==> src/shared/quick_setup_pkg.sv <==
// Constants, indices and carrier types of the quick-setup parameter menu
// Operation
// RL1: Menu closes after 30 s without any key press; operator re-enters from start.
// RL2: Written values act at once; persistence only after a save command.
// RL3: Save code 1 stores, 2 stores and restarts, 3 restarts, 10 restores defaults.
// RL4: After a save, loop settings are recomputed from load type and application.
// RL5: Rightmost command-type digit: 0 dual pulse, 1 pulse/direction, 2 quadrature, 8 host.
// RL6: Types 0..2 force working mode -4; type 8 leaves mode to the link.
// RL7: Host mode removes enable, error clear and homing from inputs one to three.
// RL8: Gear numerator and denominator apply only in the three pulse formats.
// RL9: Gear values shown decimal, hexadecimal once above 9999.
// RL10: Fresh drive learns a valid motor identity; unknown motor makes display flash.
// RL11: Used drive compares motor with stored one; mismatch raises flashing fault.
// RL12: Mechanics digits one, two: load type and application, both steer tuning; the presets here use only the load type.
// RL13: Digit three limit-switch handling, digit four fault-output polarity.
// RL14: Pulse modes map inputs to enable, clear, homing, limits and home sensor.
// RL15: Outputs map to ready, brake, position reached, zero speed and error.
// RL16: Finishing quick setup presets stiffness and inertia ratio from mechanics.
// RL17: Operator may write a known inertia ratio directly; measuring is better.
// RL18: Out-of-range value or enabled drive rejects a change with a failure flag.
// RL19: Tuning-method write of 1 enables controller and starts inertia measurement.
// RL20: Undefined save codes are ignored with no effect.
package quick_setup_pkg;

  // Parameter indices on the parameter port
  localparam logic [3:0] IDX_SAVE_COMMAND    = 4'h0;
  localparam logic [3:0] IDX_MOTOR_MODEL     = 4'h1;
  localparam logic [3:0] IDX_COMMAND_TYPE    = 4'h2;
  localparam logic [3:0] IDX_GEAR_NUMERATOR  = 4'h3;
  localparam logic [3:0] IDX_GEAR_DENOMINATR = 4'h4;
  localparam logic [3:0] IDX_MECHANICS       = 4'h6;
  localparam logic [3:0] IDX_HOMING_METHOD   = 4'h7;
  localparam logic [3:0] IDX_INERTIA_RATIO   = 4'h9;
  localparam logic [3:0] IDX_TUNING_METHOD   = 4'ha;
  localparam logic [3:0] IDX_STIFFNESS       = 4'hb;

  // Reset values
  localparam logic [15:0] RST_COMMAND_TYPE = 16'h0001;
  localparam logic [31:0] RST_GEAR         = 32'h0000_03e8;
  localparam logic [15:0] RST_MECHANICS    = 16'h1001;
  localparam logic [15:0] RST_HOMING       = 16'h0000;
  localparam logic [15:0] RST_MOTOR_MODEL  = 16'h0000;

  // Save command codes
  localparam logic [15:0] SAVE_STORE        = 16'h0001;
  localparam logic [15:0] SAVE_STORE_REBOOT = 16'h0002;
  localparam logic [15:0] SAVE_REBOOT       = 16'h0003;
  localparam logic [15:0] SAVE_DEFAULTS     = 16'h000a;

  // Command-type digit codes
  localparam logic [3:0] CMD_DUAL_PULSE = 4'h0;
  localparam logic [3:0] CMD_PULSE_DIR  = 4'h1;
  localparam logic [3:0] CMD_QUADRATURE = 4'h2;
  localparam logic [3:0] CMD_HOST       = 4'h8;

  // Mechanics digit field positions and limits
  localparam int          POS_LOAD    = 0;
  localparam int          POS_APP     = 4;
  localparam int          POS_LIMIT   = 8;
  localparam int          POS_POL     = 12;
  localparam logic [3:0]  MAX_LOAD    = 4'h2;
  localparam logic [3:0]  MAX_APP     = 4'h2;
  localparam logic [3:0]  MAX_FLAG    = 4'h1;
  localparam logic [3:0]  LOAD_BELT   = 4'h1;
  localparam logic [3:0]  LOAD_SCREW  = 4'h2;

  // Working mode, two's complement of -4
  localparam logic [7:0]  MODE_PULSE  = 8'hfc;

  // Display and tuning presets
  localparam logic [31:0] DEC_LIMIT       = 32'h0000_270f;
  localparam logic [4:0]  STIFF_BELT      = 5'h0a;
  localparam logic [4:0]  STIFF_SCREW     = 5'h0d;
  localparam logic [4:0]  STIFF_OTHER     = 5'h0a;
  localparam logic [15:0] INERTIA_BELT    = 16'h0032;
  localparam logic [15:0] INERTIA_SCREW   = 16'h001e;
  localparam logic [15:0] INERTIA_OTHER   = 16'h001e;
  localparam logic [4:0]  STIFF_MAX       = 5'h1f;
  localparam logic [15:0] TUNE_START_CODE = 16'h0001;

  // Menu timeout
  localparam int          MENU_TIMEOUT_S   = 30;
  localparam int          CLK_HZ           = 10_000_000;
  localparam logic [31:0] MENU_TIMEOUT_CYC = 32'(64'(MENU_TIMEOUT_S) * 64'(CLK_HZ));

  // Parameter write request
  typedef struct packed {
    logic        valid;
    logic [3:0]  index;
    logic [31:0] data;
  } param_wr_t;

  // Mapped input functions
  typedef struct packed {
    logic enable;
    logic clearErr;
    logic homing;
    logic posLimit;
    logic negLimit;
    logic homeSensor;
  } din_func_t;

endpackage : quick_setup_pkg

==> src/design/servo_quick_setup_menu.sv <==
// Quick-setup parameter menu with save, mapping, motor check and tuning presets
`timescale 1ns/1ns
module servo_quick_setup_menu #(
  parameter logic [31:0] TIMEOUT_CYCLES = quick_setup_pkg::MENU_TIMEOUT_CYC
) (
  // Clock, reset, enable
  input  wire logic                      clk_sys,
  input  wire logic                      resetn,
  input  wire logic                      clkEn,
  // Key panel
  input  wire logic                      keyPin,
  input  wire logic                      menuEnter,
  output logic                           menuActive,
  // Parameter port
  input  wire quick_setup_pkg::param_wr_t paramWr,
  input  wire logic [3:0]                rdIndex,
  output logic [31:0]                    rdData,
  output logic                           settingFail,
  // Drive state and motor identity
  input  wire logic                      driveEnabled,
  input  wire logic                      motorIdValid,
  input  wire logic [15:0]               motorId,
  // Digital input pins and drive status
  input  wire logic [6:0]                dinPins,
  input  wire logic [4:0]                statusIn,
  output quick_setup_pkg::din_func_t     dinFunc,
  output logic [4:0]                     doutPins,
  // Operating results
  output logic                           storeReq,
  output logic                           rebootReq,
  output logic                           loopRecalc,
  output logic                           modeForced,
  output logic [7:0]                     workMode,
  output logic                           gearActive,
  output logic [31:0]                    gearNum,
  output logic [31:0]                    gearDen,
  output logic                           gearNumHex,
  output logic                           gearDenHex,
  output logic                           limitDisabled,
  output logic                           displayFlash,
  output logic                           motorMismatch,
  output logic [4:0]                     stiffness,
  output logic [15:0]                    inertiaRatio,
  output logic                           tuneStart,
  output logic                           tuneEnable
);

  ////////////////////////////////////////////////////////////////////////////
  // Live and stored parameters
  logic [15:0] cmdType_reg, mech_reg, homing_reg, motorModel_reg;
  logic [31:0] gearNum_reg, gearDen_reg;
  logic [15:0] cmdTypeSaved_reg, mechSaved_reg, homingSaved_reg, motorSaved_reg;
  logic [31:0] gearNumSaved_reg, gearDenSaved_reg;
  logic [3:0]  cmdDigit, loadDigit, appDigit;
  logic        pulseMode, wrOk, wrAccept, inRange;
  logic [15:0] wrData16;
  logic [4:0]  stiffPreset;
  logic [15:0] inertiaPreset;

  assign cmdDigit  = cmdType_reg[3:0];
  assign loadDigit = mech_reg[quick_setup_pkg::POS_LOAD +: 4];
  assign appDigit  = mech_reg[quick_setup_pkg::POS_APP +: 4];
  assign wrData16  = paramWr.data[15:0];
  // Pulse formats are the three low codes [RL5]
  assign pulseMode = (cmdDigit == quick_setup_pkg::CMD_DUAL_PULSE) ||
                     (cmdDigit == quick_setup_pkg::CMD_PULSE_DIR)  ||
                     (cmdDigit == quick_setup_pkg::CMD_QUADRATURE);

  ////////////////////////////////////////////////////////////////////////////
  // Range check of a write
  always_comb begin
    inRange = 1'b1;
    case (paramWr.index)
      quick_setup_pkg::IDX_COMMAND_TYPE: begin
        inRange = (wrData16[3:0] <= quick_setup_pkg::CMD_QUADRATURE) ||
                  (wrData16[3:0] == quick_setup_pkg::CMD_HOST); // [RL5] [RL18]
      end
      quick_setup_pkg::IDX_GEAR_NUMERATOR,
      quick_setup_pkg::IDX_GEAR_DENOMINATR: inRange = (paramWr.data != 32'h0000_0000); // [RL18]
      quick_setup_pkg::IDX_MECHANICS: begin
        inRange = (wrData16[quick_setup_pkg::POS_LOAD +: 4] <= quick_setup_pkg::MAX_LOAD) &&
                  (wrData16[quick_setup_pkg::POS_APP +: 4] <= quick_setup_pkg::MAX_APP) &&
                  (wrData16[quick_setup_pkg::POS_LIMIT +: 4] <= quick_setup_pkg::MAX_FLAG) &&
                  (wrData16[quick_setup_pkg::POS_POL +: 4] <= quick_setup_pkg::MAX_FLAG);
      end
      quick_setup_pkg::IDX_STIFFNESS: inRange = (paramWr.data <= 32'(quick_setup_pkg::STIFF_MAX));
      default:                        inRange = 1'b1;
    endcase
  end

  // Every write, commands included, needs a disabled drive
  assign wrOk     = inRange && !driveEnabled; // [RL18]
  assign wrAccept = paramWr.valid && wrOk;

  ////////////////////////////////////////////////////////////////////////////
  // Stiffness and inertia estimates from the load-type mechanics digit
  always_comb begin
    case (loadDigit)
      quick_setup_pkg::LOAD_BELT: begin
        stiffPreset   = quick_setup_pkg::STIFF_BELT;
        inertiaPreset = quick_setup_pkg::INERTIA_BELT;
      end
      quick_setup_pkg::LOAD_SCREW: begin
        stiffPreset   = quick_setup_pkg::STIFF_SCREW;
        inertiaPreset = quick_setup_pkg::INERTIA_SCREW;
      end
      default: begin
        stiffPreset   = quick_setup_pkg::STIFF_OTHER;
        inertiaPreset = quick_setup_pkg::INERTIA_OTHER;
      end
    endcase
  end

  ////////////////////////////////////////////////////////////////////////////
  // Pin synchronisers
  logic [1:0] keySync_reg;
  logic       keyPrev_reg;
  logic [6:0] dinMeta_reg, din_reg;
  logic       keyEvent;

  always_ff @(posedge clk_sys) begin
    if (!resetn) begin
      keySync_reg <= 2'h0;
      keyPrev_reg <= 1'b0;
      dinMeta_reg <= 7'h00;
      din_reg     <= 7'h00;
    end else if (clkEn) begin
      keySync_reg <= {keySync_reg[0], keyPin};
      keyPrev_reg <= keySync_reg[1];
      dinMeta_reg <= dinPins;
      din_reg     <= dinMeta_reg;
    end
  end

  assign keyEvent = keySync_reg[1] && !keyPrev_reg;

  ////////////////////////////////////////////////////////////////////////////
  // Menu session with inactivity timeout
  logic [31:0] idleCnt_reg;

  always_ff @(posedge clk_sys) begin
    if (!resetn) begin
      menuActive  <= 1'b0;
      idleCnt_reg <= 32'h0000_0000;
    end else if (clkEn) begin
      if (menuEnter) begin
        menuActive  <= 1'b1;
        idleCnt_reg <= 32'h0000_0000;
      end else if (menuActive) begin
        if (keyEvent) begin
          idleCnt_reg <= 32'h0000_0000;
        end else if (idleCnt_reg >= TIMEOUT_CYCLES - 32'h0000_0001) begin
          menuActive  <= 1'b0; // [RL1]
          idleCnt_reg <= 32'h0000_0000;
        end else begin
          idleCnt_reg <= idleCnt_reg + 32'h0000_0001;
        end
      end
    end
  end

  ////////////////////////////////////////////////////////////////////////////
  // Parameter writes, save command and defaults
  logic saveHit, defaultsHit, storeHit, tuneHit;

  assign saveHit     = wrAccept && (paramWr.index == quick_setup_pkg::IDX_SAVE_COMMAND);
  assign defaultsHit = saveHit && (wrData16 == quick_setup_pkg::SAVE_DEFAULTS);
  assign storeHit    = saveHit && (wrData16 == quick_setup_pkg::SAVE_STORE ||
                                   wrData16 == quick_setup_pkg::SAVE_STORE_REBOOT);
  assign tuneHit     = wrAccept && (paramWr.index == quick_setup_pkg::IDX_TUNING_METHOD) &&
                       (wrData16 == quick_setup_pkg::TUNE_START_CODE);

  always_ff @(posedge clk_sys) begin
    if (!resetn) begin
      cmdType_reg <= quick_setup_pkg::RST_COMMAND_TYPE;
      gearNum_reg <= quick_setup_pkg::RST_GEAR;
      gearDen_reg <= quick_setup_pkg::RST_GEAR;
      mech_reg    <= quick_setup_pkg::RST_MECHANICS;
      homing_reg  <= quick_setup_pkg::RST_HOMING;
    end else if (clkEn) begin
      if (defaultsHit) begin
        cmdType_reg <= quick_setup_pkg::RST_COMMAND_TYPE; // [RL3]
        gearNum_reg <= quick_setup_pkg::RST_GEAR;
        gearDen_reg <= quick_setup_pkg::RST_GEAR;
        mech_reg    <= quick_setup_pkg::RST_MECHANICS;
        homing_reg  <= quick_setup_pkg::RST_HOMING;
      end else if (wrAccept) begin
        // Values act immediately [RL2]
        case (paramWr.index)
          quick_setup_pkg::IDX_COMMAND_TYPE:    cmdType_reg <= wrData16;
          quick_setup_pkg::IDX_GEAR_NUMERATOR:  gearNum_reg <= paramWr.data;
          quick_setup_pkg::IDX_GEAR_DENOMINATR: gearDen_reg <= paramWr.data;
          quick_setup_pkg::IDX_MECHANICS:       mech_reg    <= wrData16; // [RL12] [RL13]
          quick_setup_pkg::IDX_HOMING_METHOD:   homing_reg  <= wrData16;
          default: ;
        endcase
      end
    end
  end

  // Persistent copies follow the live values only on a store code
  always_ff @(posedge clk_sys) begin
    if (!resetn) begin
      cmdTypeSaved_reg <= quick_setup_pkg::RST_COMMAND_TYPE;
      gearNumSaved_reg <= quick_setup_pkg::RST_GEAR;
      gearDenSaved_reg <= quick_setup_pkg::RST_GEAR;
      mechSaved_reg    <= quick_setup_pkg::RST_MECHANICS;
      homingSaved_reg  <= quick_setup_pkg::RST_HOMING;
      motorSaved_reg   <= quick_setup_pkg::RST_MOTOR_MODEL;
    end else if (clkEn && storeHit) begin
      cmdTypeSaved_reg <= cmdType_reg; // [RL2] [RL3]
      gearNumSaved_reg <= gearNum_reg;
      gearDenSaved_reg <= gearDen_reg;
      mechSaved_reg    <= mech_reg;
      homingSaved_reg  <= homing_reg;
      motorSaved_reg   <= motorModel_reg;
    end
  end

  // Command pulses of the save parameter; other codes do nothing
  always_ff @(posedge clk_sys) begin
    if (!resetn) begin
      storeReq    <= 1'b0;
      rebootReq   <= 1'b0;
      loopRecalc  <= 1'b0;
      settingFail <= 1'b0;
    end else if (clkEn) begin
      storeReq    <= storeHit; // [RL3]
      rebootReq   <= saveHit && (wrData16 == quick_setup_pkg::SAVE_STORE_REBOOT ||
                                 wrData16 == quick_setup_pkg::SAVE_REBOOT); // [RL3] [RL20]
      loopRecalc  <= storeHit; // [RL4]
      settingFail <= paramWr.valid && !wrOk; // [RL18]
    end
  end

  ////////////////////////////////////////////////////////////////////////////
  // Tuning presets, direct inertia entry and measurement start
  always_ff @(posedge clk_sys) begin
    if (!resetn) begin
      stiffness    <= quick_setup_pkg::STIFF_OTHER;
      inertiaRatio <= quick_setup_pkg::INERTIA_OTHER;
      tuneStart    <= 1'b0;
      tuneEnable   <= 1'b0;
    end else if (clkEn) begin
      tuneStart <= tuneHit; // [RL19]
      if (tuneHit) begin
        tuneEnable <= 1'b1; // [RL19]
      end else if (keyEvent) begin
        tuneEnable <= 1'b0;
      end
      if (storeHit) begin
        stiffness    <= stiffPreset; // [RL16] [RL4]
        inertiaRatio <= inertiaPreset;
      end else if (wrAccept && paramWr.index == quick_setup_pkg::IDX_INERTIA_RATIO) begin
        inertiaRatio <= wrData16; // [RL17]
      end else if (wrAccept && paramWr.index == quick_setup_pkg::IDX_STIFFNESS) begin
        stiffness <= paramWr.data[4:0];
      end
    end
  end

  ////////////////////////////////////////////////////////////////////////////
  // Motor identity learning and mismatch check
  always_ff @(posedge clk_sys) begin
    if (!resetn) begin
      motorModel_reg <= quick_setup_pkg::RST_MOTOR_MODEL;
      motorMismatch  <= 1'b0;
      displayFlash   <= 1'b0;
    end else if (clkEn) begin
      if (motorIdValid && motorSaved_reg == quick_setup_pkg::RST_MOTOR_MODEL) begin
        motorModel_reg <= motorId; // [RL10]
      end
      // Fresh drive with no identity seen keeps flashing
      if (motorSaved_reg != quick_setup_pkg::RST_MOTOR_MODEL) begin
        motorMismatch <= motorIdValid && (motorId != motorSaved_reg); // [RL11]
        displayFlash  <= motorIdValid && (motorId != motorSaved_reg); // [RL11]
      end else begin
        motorMismatch <= 1'b0;
        displayFlash  <= !motorIdValid; // [RL10]
      end
    end
  end

  ////////////////////////////////////////////////////////////////////////////
  // Mode, gear, display format and input/output mapping
  always_ff @(posedge clk_sys) begin
    if (!resetn) begin
      modeForced    <= 1'b1;
      workMode      <= quick_setup_pkg::MODE_PULSE;
      gearActive    <= 1'b1;
      gearNum       <= quick_setup_pkg::RST_GEAR;
      gearDen       <= quick_setup_pkg::RST_GEAR;
      gearNumHex    <= 1'b0;
      gearDenHex    <= 1'b0;
      limitDisabled <= 1'b0;
      dinFunc       <= '0;
      doutPins      <= 5'h00;
    end else if (clkEn) begin
      modeForced    <= pulseMode; // [RL6]
      workMode      <= pulseMode ? quick_setup_pkg::MODE_PULSE : workMode;
      gearActive    <= pulseMode; // [RL8]
      gearNum       <= pulseMode ? gearNum_reg : 32'h0000_0001;
      gearDen       <= pulseMode ? gearDen_reg : 32'h0000_0001;
      gearNumHex    <= (gearNum_reg > quick_setup_pkg::DEC_LIMIT); // [RL9]
      gearDenHex    <= (gearDen_reg > quick_setup_pkg::DEC_LIMIT); // [RL9]
      limitDisabled <= mech_reg[quick_setup_pkg::POS_LIMIT]; // [RL13]
      // Inputs one to three lose their functions in host mode [RL7] [RL14]
      dinFunc.enable     <= pulseMode && din_reg[0];
      dinFunc.clearErr   <= pulseMode && din_reg[1];
      dinFunc.homing     <= pulseMode && din_reg[2];
      dinFunc.posLimit   <= din_reg[3] && !mech_reg[quick_setup_pkg::POS_LIMIT];
      dinFunc.negLimit   <= din_reg[4] && !mech_reg[quick_setup_pkg::POS_LIMIT];
      dinFunc.homeSensor <= din_reg[6];
      // Ready, brake, reached, zero speed, error; error polarity selectable [RL15]
      doutPins <= {statusIn[4] ^ !mech_reg[quick_setup_pkg::POS_POL], statusIn[3:0]}; // [RL13]
    end
  end

  ////////////////////////////////////////////////////////////////////////////
  // Parameter read-back
  always_ff @(posedge clk_sys) begin
    if (!resetn) begin
      rdData <= 32'h0000_0000;
    end else if (clkEn) begin
      case (rdIndex)
        quick_setup_pkg::IDX_MOTOR_MODEL:     rdData <= {16'h0000, motorModel_reg};
        quick_setup_pkg::IDX_COMMAND_TYPE:    rdData <= {16'h0000, cmdType_reg};
        quick_setup_pkg::IDX_GEAR_NUMERATOR:  rdData <= gearNum_reg;
        quick_setup_pkg::IDX_GEAR_DENOMINATR: rdData <= gearDen_reg;
        quick_setup_pkg::IDX_MECHANICS:       rdData <= {16'h0000, mech_reg};
        quick_setup_pkg::IDX_HOMING_METHOD:   rdData <= {16'h0000, homing_reg};
        quick_setup_pkg::IDX_INERTIA_RATIO:   rdData <= {16'h0000, inertiaRatio};
        quick_setup_pkg::IDX_STIFFNESS:       rdData <= {27'h0000000, stiffness};
        default:                              rdData <= 32'h0000_0000;
      endcase
    end
  end

endmodule : servo_quick_setup_menu

==> config.mk <==
export PLATFORM = sky130hd
export DESIGN_NAME = servo_quick_setup_menu
export DESIGN_NICKNAME = d
export VERILOG_FILES = /design/src/shared/quick_setup_pkg.sv /design/src/design/servo_quick_setup_menu.sv
export SDC_FILE = /design/constraint.sdc
export NUM_CORES = 1
export LEC_CHECK = 0
export ABC_AREA = 1
export BUFFER_PORTS_ARGS = -buffer_cell sky130_fd_sc_hd__buf_2
export CELL_PAD_IN_SITES_DETAIL_PLACEMENT = 1
export CELL_PAD_IN_SITES_GLOBAL_PLACEMENT = 2
export CORE_ASPECT_RATIO = 0.75
export CORE_MARGIN = 1.5
export CORE_UTILIZATION = 25
export DETAILED_ROUTE_END_ITERATION = 10
export PLACE_DENSITY_LB_ADDON = 0.2
export SKIP_CTS_REPAIR_TIMING = 1
export SLEW_MARGIN = 10
export SYNTH_ARGS = -nofsm -noshare
export SYNTH_HDL_FRONTEND = slang
export SYNTH_SLANG_ARGS = --single-unit
==> constraint.sdc <==
create_clock -name clk_sys -period 3.9 [get_ports clk_sys]
set_clock_uncertainty 0.1 [all_clocks]
set_input_delay 0.78 -clock clk_sys [delete_from_list [all_inputs] [get_ports clk_sys]]
set_output_delay 0.78 -clock clk_sys [all_outputs]
set_load 0.05 [all_outputs]
==> results.toml, run 1 <==
[synthesis]
yosys.area.top_type = "dfxtp_1"
synth_top_cell_area_share = 0.4485
synth_area_per_cell_um2 = 7.025
synthDistinctLibCells = 45
synthFlopType = "dfxtp_1"
ys_seq_area_frac = 0.4485
syn-cell-area_um2 = 14770
synth-seq-cells = 331
yosys.cell_count.top_type = "nand2_1"
synth_top_family_by_area = "simple AND/OR/NAND/NOR gates"
synth-compound-area-share = 0.1481
netlist_top_cells_count = "526 x nand2_1, 331 x dfxtp_1, 259 x nor2_1"
synth_area_leaders = "dfxtp_1 45%, nand2_1 13%, a21oi_1 7.8%"
yosys.area_share.simple = 0.2929
synthAdderAreaFrac = 0.0008469
synth_edf_count = 0
synth.area.mux_share = 0
syn-instance-count = 2103
yosysWarnings = 0
synthArstFlopShare = 0
synth_xor_area_frac = 0.02253

[floorplanning]
die_area_um2 = 60580
chipWidth_um = 283.7
core_area_um2 = 57910
ioPinCount = 226
rows = 76
fp.dieH_um = 213.5
start_util = 0.2551

[critical_path]
crit_type = "input port to flip-flop"
worst_setup_path_start_kind = "input port"
critical_path_peak_fanout = 44
cp.arrival_ps = 3220
worstPathRequired_ps = 4200
worstSetupEndpointType = "flip-flop"

[clock_network]
cts_root_buf = "clkbuf_16"
htreeDepth = 2
cts_tree = "done"
clock_latency_ps = 570
numCtsBuffers = 39
cts_max_path_buffers = 3
clk_pin_slew_worst_paths_ps = 60
numClockSinks = 331

[global_route]
grt_antenna_before_repair = 2
grt_first_pass_wirelength_mm = 92.23
grt_pass1_vias = 14356
grt_max_degree = 129
grt_usage = 0.1992
overflow = 0

[timing]
tns_ps = 0
setup_viol = 0
relSlewSlack = 0.3734
fmax_ghz = 0.3429
tightestPinTransition_ps = 930.0
layout_min_cycle_time_ps = 2917
grt_setup_unrepaired = "false"
setup_slack_ps = 983.4
hold_violations = 0
fin_crit_sh = 0.7478
drv_slew = 0

[placement]
gp_congestion = 0.8203
io_buffers = 216
place_hpwl_mm = 44.90
dp_slack_ps = 432.1
dp_cells = 2992

[pwr]
p_leak_nw = 7.447
power_mw = 7.903
ir_worst_vdd_mv = 0.2900
power_density_nw_per_um2 = 443.6

[cells_and_area]
instances_no_fill = 3065
fin_util = 0.3076
final_nets = 2330
drive_above_1_share = 0.1402
n_fill_cell = 7140
syn2layout_area_growth_pct = 20.59

[route]
drt_iter0_markers = 909
routed_wl_mm = 61.17
via_count = 14687
drc = 0
viasPerCell = 4.792
routedWlPerCell_um = 19.96
antenna_left = 0
firstDrtPassIters = 5

[job]
cap_violations = 0

[outcome]
status = "finished, final reports clean"

[worst_hold_path]
hold_class = "flip-flop to flip-flop"
critical path, cell delays in order:
cell and delay, ps:
buf_2 200, nor2_1 180, nand3_1 90, nor2_1 160, nand2_1 80, nor2_1 90, nor2_1 60, nand3_2 140
nand3_1 140, inv_4 420, nand2_1 570, nand2_1 190, a21oi_1 80
cell families (layout without fill, tap and decap cells):
group	count (synthesis)	count (layout)
AND/OR/NAND/NOR	1038	1038
other	2	11
buffers and inverters	300	473
adder cells (fa/ha/maj)	1	1
flip-flops	331	331
XOR/XNOR	38	38
AO/OA/AOI/OAI	393	393
final timing paths:
path                                                    from                      endpoint  slack (ps)  cells after the start
worst max-delay path                             paramWr[10]   gearNum_reg[0]$_SDFFE_PN0P_         980                     13
worst min-delay path            idleCnt_reg[30]$_SDFFE_PN0P_  idleCnt_reg[30]$_SDFFE_PN0P_         340                      2
worst max register to register   idleCnt_reg[6]$_SDFFE_PN0P_  idleCnt_reg[28]$_SDFFE_PN0P_        1270                     11
worst min register to register  idleCnt_reg[30]$_SDFFE_PN0P_  idleCnt_reg[30]$_SDFFE_PN0P_         340                      2
per-layer routing:
metal	track usage	vias up	wire [um]
met2	0.2828	322	24710
met3	0.03564	65	3444
met5	0	-	12
li1	-	7180	-
met4	0.04776	2	1146
met1	0.3056	7118	31860
layout make-up:
type	instances	area (um^2)	area share
Clock inverter	10	150.1	0.008428
Inverter	161	614.3	0.03448
Antenna cell	3	7.507	0.0004214
Tap cell	780	975.9	0.05478
Clock buffer	60	1176	0.06602
Sequential cell	331	6626	0.3719
Multi-Input combinational cell	1478	6899	0.3872
Timing Repair Buffer	242	1366	0.07669
stage by stage:
stage | hold slack, ps | cell area, um^2
final | 339.9 | 17820
after detailed placement | 332.4 | 16480
after global placement | 327.5 | 16480
after floorplan | 319.0 | 14800
after CTS | 310.8 | 17810
after global routing | 334.8 | 17810
cells in the final DEF, fill, tap and decap left out, drive strengths merged, types with 2 or more instances in the layout:
master | Yosys | final
xor2 | 32 | 32
clkbuf | 78 | 60
o21a | 7 | 7
nor4 | 18 | 18
bufinv | 0 | 3
dfxtp | 331 | 331
nand4 | 27 | 27
a221o | 3 | 3
buf | 61 | 242
inv | 156 | 159
nand3 | 177 | 177
a22o | 6 | 6
a21oi | 231 | 231
a41oi | 2 | 2
diode | 0 | 3
nor3 | 21 | 21
a221oi | 16 | 16
clkinv | 5 | 8
xnor2 | 6 | 6
o211ai | 3 | 3
nand2 | 530 | 530
o21ai | 85 | 85
o221ai | 3 | 3
nor2 | 263 | 263
o22ai | 14 | 14
a211oi | 18 | 18
conb | 2 | 8
power breakdown:
| group | internal, mW | total, mW | switching (mW) |
|---|---|---|---|
| clock network | 2.28 | 3.82 | 1.54 |
| logic | 0.139 | 0.615 | 0.476 |
| registers | 3.43 | 3.47 | 0.0347 |
| total | 5.85 | 7.90 | 2.05 |
(Power assumes the default switching activity.)
==> run 2, diff against run 1 <==
==> constraint.sdc (replaced) <==
create_clock -name clk_sys -period 2.9 [get_ports clk_sys]
set_clock_uncertainty 0.1 [all_clocks]
set_input_delay 0.58 -clock clk_sys [delete_from_list [all_inputs] [get_ports clk_sys]]
set_output_delay 0.58 -clock clk_sys [all_outputs]
set_load 0.05 [all_outputs]
==> run 2 against run 1 <==
Clock power increased by 43%. Via count increased by 0.49%. Sequential share of layout area decreased by 0.99 points. Cell count increased by 1.3%. Critical path type is now flip-flop to flip-flop. Critical endpoint is now idleCnt_reg[0]$_SDFFE_PN0P_.
==> results.toml, run 2 (synthesized netlist as in run 1, its figures left out) <==
[outcome]
status = "finished, final reports clean"

[timing]
setup_viol = 0
drv_slew = 0
fmax_ghz = 0.4023
fin_worst_hold_slack_ps = 159.3
relSlewSlack = 0.5496
fin_crit_sh = 0.8571
layout_min_cycle_time_ps = 2486
grt_setup_unrepaired = "false"
hold_violations = 0
tightestPinTransition_ps = 668.6
setup_slack_ps = 414.3

[placement]
gp_congestion = 0.8405
io_buffers = 216
place_hpwl_mm = 45.87
dp_slack_ps = -12.43

[route]
drt_iter0_markers = 942
firstDrtPassIters = 5
via_count = 14759
routedWlPerCell_um = 19.89
viasPerCell = 4.755
drc = 0
antenna_left = 0
routed_wl_mm = 61.75

[global_route]
grt_first_pass_wirelength_mm = 94.39
grt_usage = 0.2026
grt_pass1_vias = 14877
grt_max_degree = 124
overflow = 0
grt_antenna_before_repair = 1

[clock_network]
cts_root_buf = "clkbuf_16"
clock_latency_ps = 560
cts_tree = "done"
clk_pin_slew_worst_paths_ps = 60
numCtsBuffers = 40
cts_max_path_buffers = 3
numClockSinks = 331
htreeDepth = 2

[critical_path]
crit_chain = "nand2_1, nor3_1, nand2_1, nand2_1, a21oi_1, o21bai_1, nand2_1, nand3_2, clkinv_1, o21a_1"
r2r_setup_slack_ps = 410
worstSetupEndpointType = "flip-flop"
worstPathRequired_ps = 3240
crit_path_max_incr_delay_ps = 410
crit_type = "flip-flop to flip-flop"
ff2ff_path_depth = 10
critical_path_peak_fanout = 10
cpMostUsedCell = "nand2_1"
worst_setup_path_start_kind = "flip-flop"
cp.arrival_ps = 2820
cp_slowest_cell = "dfxtp_1"

[cells_and_area]
final_nets = 2373
antenna_cells = 0
drive_above_1_share = 0.1571
fin_util = 0.3161
syn2layout_area_growth_pct = 23.90
final_common_cell = "nand2_1"
most-common-layout-cells = "526 x nand2_1, 331 x dfxtp_1, 258 x nor2_1"

[floorplanning]
fp.dieH_um = 213.5
die_area_um2 = 60580
start_util = 0.2551
ioPinCount = 226
core_area_um2 = 57910
rows = 76
chipWidth_um = 283.7

[pwr]
power_density_nw_per_um2 = 601.0
power_mw = 11.00
p_leak_nw = 7.737
ir_worst_vdd_mv = 0.3176

[worst_hold_path]
hold_class = "input port to flip-flop"
min_path_cells = 3

[job]
cap_violations = 0
## run 2: cell types whose count changed in the layout (fill, tap and decap cells not counted), sizes merged, moves of 2 or more
cell	delta
buf	+42
bufinv	+4
clkbuf	-4
diode	-3
clkinv	+2
## run 2: final cells by class
class	count	area (um^2)
Fill cell	7119	39610
Multi-Input combinational cell	1478	6899
Clock buffer	56	1162
Inverter	161	614.3
Tap cell	780	975.9
Clock inverter	14	245.2
Timing Repair Buffer	284	1782
Sequential cell	331	6626
## run 2: metal layers
| layer | track usage | vias up | wire [um] |
|---|---|---|---|
| li1 | - | 7257 | - |
| met1 | 0.3085 | 7169 | 32710 |
| met2 | 0.2964 | 271 | 25270 |
| met3 | 0.03426 | 60 | 2902 |
| met4 | 0.03983 | 2 | 851 |
| met5 | 0 | - | 12 |
## run 2: metrics by stage
| step | area [um^2] | std cells | setup TNS [ps] |
|---|---|---|---|
| 6_report | 18310 | 3104 | 0 |
| 5_1_grt | 18310 | 3104 | 0 |
| 4_1_cts | 18310 | 3104 | 0 |
| 3_5_place_dp | 16900 | 3034 | -17.60 |
| 3_3_place_gp | 16900 | 3034 | 0 |
| 2_1_floorplan | 14800 | 2109 | 0 |
## run 2: power by group
part	total, mW	leakage (nW)	internal [mW]	switching, mW
clock	5.47	0.697	3.41	2.07
combinational	0.864	4.36	0.218	0.646
sequential	4.66	2.68	4.62	0.0457
total	11.0	7.74	8.24	2.76
## run 2: path summary, 6_finish.rpt
| check | to | startpoint |
|---|---|---|
| setup / recovery | idleCnt_reg[0]$_SDFFE_PN0P_ | idleCnt_reg[6]$_SDFFE_PN0P_ |
| hold / removal | doutPins[3]$_SDFFE_PN0P_ | statusIn[3] |
| setup reg to reg | idleCnt_reg[0]$_SDFFE_PN0P_ | idleCnt_reg[6]$_SDFFE_PN0P_ |
| hold reg to reg | idleCnt_reg[29]$_SDFFE_PN0P_ | idleCnt_reg[29]$_SDFFE_PN0P_ |
## run 2: critical path, delay by kind of cell (launching register included)
family	cells	cell delay [ps]
AOI/OAI and AO/OA	3	570
DFF	1	410
buffers and inverters	1	360
and+or+nand+nor	6	940
==> run 3, diff against run 2 <==
--- a/config.mk
+++ b/config.mk
@@ -8,7 +8,7 @@
 export ABC_AREA = 1
 export BUFFER_PORTS_ARGS = -buffer_cell sky130_fd_sc_hd__buf_2
 export CELL_PAD_IN_SITES_DETAIL_PLACEMENT = 1
-export CELL_PAD_IN_SITES_GLOBAL_PLACEMENT = 2
+export CELL_PAD_IN_SITES_GLOBAL_PLACEMENT = 1
 export CORE_ASPECT_RATIO = 0.75
 export CORE_MARGIN = 1.5
 export CORE_UTILIZATION = 25
==> run 3 against run 2 <==
Sequential share of layout area up 0.24 points. Total power fell by 2.7%. Critical path depth is 2 higher. First-iteration DRC count is 21% higher. Via count increased by 1.1%. Sequential cell count stayed put. Worst hold slack got worse by 4.7 ps.
==> results.toml, run 3 (synthesized netlist as in run 1, its figures left out) <==
[route]
via_count = 14926
firstDrtPassIters = 5
drt_iter0_markers = 1144
drc = 0
routedWlPerCell_um = 19.72
routed_wl_mm = 61.32
viasPerCell = 4.799
antenna_left = 0

[pwr]
ir_worst_vdd_mv = 0.2992
power_mw = 10.70
p_leak_nw = 7.695
power_density_nw_per_um2 = 588.6

[floorplanning]
die_area_um2 = 60580
ioPinCount = 226
fp.dieH_um = 213.5
chipWidth_um = 283.7
rows = 76
start_util = 0.2551
core_area_um2 = 57910

[timing]
relSlewSlack = 0.5026
fin_crit_sh = 0.8343
tightestPinTransition_ps = 746.1
setup_viol = 0
setup_slack_ps = 480.4
drv_slew = 0
hold_violations = 0
tns_ps = 0
layout_min_cycle_time_ps = 2420
grt_setup_unrepaired = "false"
fmax_ghz = 0.4133

[placement]
dp_cells = 3040
gp_congestion = 0.8575
dp_slack_ps = -85.20
io_buffers = 216
place_hpwl_mm = 45.93
place_area_um2 = 16850

[global_route]
grt_pass1_vias = 14846
grt_max_degree = 86
grt_first_pass_wirelength_mm = 93.09
grt_antenna_before_repair = 0
grt_usage = 0.1997
overflow = 0

[outcome]
status = "finished, final reports clean"

[worst_hold_path]
hold_class = "input port to flip-flop"
holdPathEnd = "dinMeta_reg[0]$_SDFFE_PN0P_"
min_path_cells = 3
hold_start = "dinPins[0]"

[critical_path]
ff2ff_path_depth = 12
r2r_start = "idleCnt_reg[0]$_SDFFE_PN0P_"
crit_type = "flip-flop to flip-flop"
timing.rr.end = "idleCnt_reg[28]$_SDFFE_PN0P_"
critical_path_peak_fanout = 10
worstSetupEndpointType = "flip-flop"
r2r_setup_slack_ps = 480
worst_setup_path_start_kind = "flip-flop"
cp.arrival_ps = 2760
worstPathRequired_ps = 3240

[cells_and_area]
design_area_um2 = 18180
syn2layout_area_growth_pct = 23.07
final_nets = 2378
n_fill_cell = 7233
instances_no_fill = 3110
final_common_cell = "nand2_1"
multi_input_area_um2 = 6899
seq_area_um2 = 6626
most-common-layout-cells = "526 x nand2_1, 331 x dfxtp_1, 258 x nor2_1"
antenna_cells = 0
drive_above_1_share = 0.1588

[clock_network]
clk_pin_slew_worst_paths_ps = 70
numCtsBuffers = 39
cts_max_path_buffers = 3
cts_root_buf = "clkbuf_16"
numClockSinks = 331
clock_latency_ps = 560
cts_tree = "done"
htreeDepth = 2

[job]
cap_violations = 0
==> run 3: cell count changes in the layout (fill, tap and decap cells not counted) <==
cell / change
clkbuf_1: +1
inv_6: +1
clkbuf_8: +2
buf_4: +13
bufinv_16: -4
buf_12: -7
==> run 3: worst max path at each step <==
stage | start | end | depth (start not counted)
after global routing | idleCnt_reg[6]$_SDFFE_PN0P_ | idleCnt_reg[28]$_SDFFE_PN0P_ | 11
after floorplan | paramWr[4] | gearNum_reg[27]$_SDFFE_PN0P_ | 13
after detailed placement | rdIndex[3] | rdData[15]$_SDFFE_PN0P_ | 8
final | idleCnt_reg[0]$_SDFFE_PN0P_ | idleCnt_reg[28]$_SDFFE_PN0P_ | 12
after global placement | rdIndex[3] | rdData[15]$_SDFFE_PN0P_ | 8
after CTS | idleCnt_reg[0]$_SDFFE_PN0P_ | idleCnt_reg[28]$_SDFFE_PN0P_ | 12
==> run 3: worst max-delay path, stage by stage (launching register included) <==
cell	delay [ps]
dfxtp_1	380
ha_1	280
nand3_1	180
inv_1	110
nand2_1	90
nand2_1	120
a21oi_1	60
o21bai_1	120
nand2_1	110
nand3_2	90
clkinv_1	330
o21ai_0	230
a21oi_1	90
==> run 3: layout make-up <==
cell class,instances,share of cell area
multi-input cells,1478,0.3794
flip-flops and latches,331,0.3644
repair buffers,290,0.09565
clock buffers,59,0.06565
well taps,780,0.05367
inverters,161,0.03379
clock inverters,11,0.007363
==> run 3: stage by stage <==
step             util  hold slack [ps]
6_report       0.3140            154.7
3_3_place_gp   0.2911            328.7
5_1_grt        0.3140            155.4
3_5_place_dp   0.2911            341.8
4_1_cts        0.3140            116.3
2_1_floorplan       -            319.0
==> run 3: layer usage <==
metal  global-route usage  part of all wire  vias to the layer above
met5                    0                 0                        -
met4              0.04407             0.015                        0
met3              0.04553             0.066                       55
met2               0.2917              0.41                      330
met1               0.2954              0.51                     7263
li1                     -                 -                     7278
==> run 3: report_power, final <==
group | total [mW] | leakage (nW) | internal (mW) | switching (mW)
Clock | 5.19 | 0.661 | 3.11 | 2.08
Combinational | 0.854 | 4.35 | 0.214 | 0.641
Sequential | 4.66 | 2.68 | 4.62 | 0.0455
Total | 10.7 | 7.69 | 7.94 | 2.77
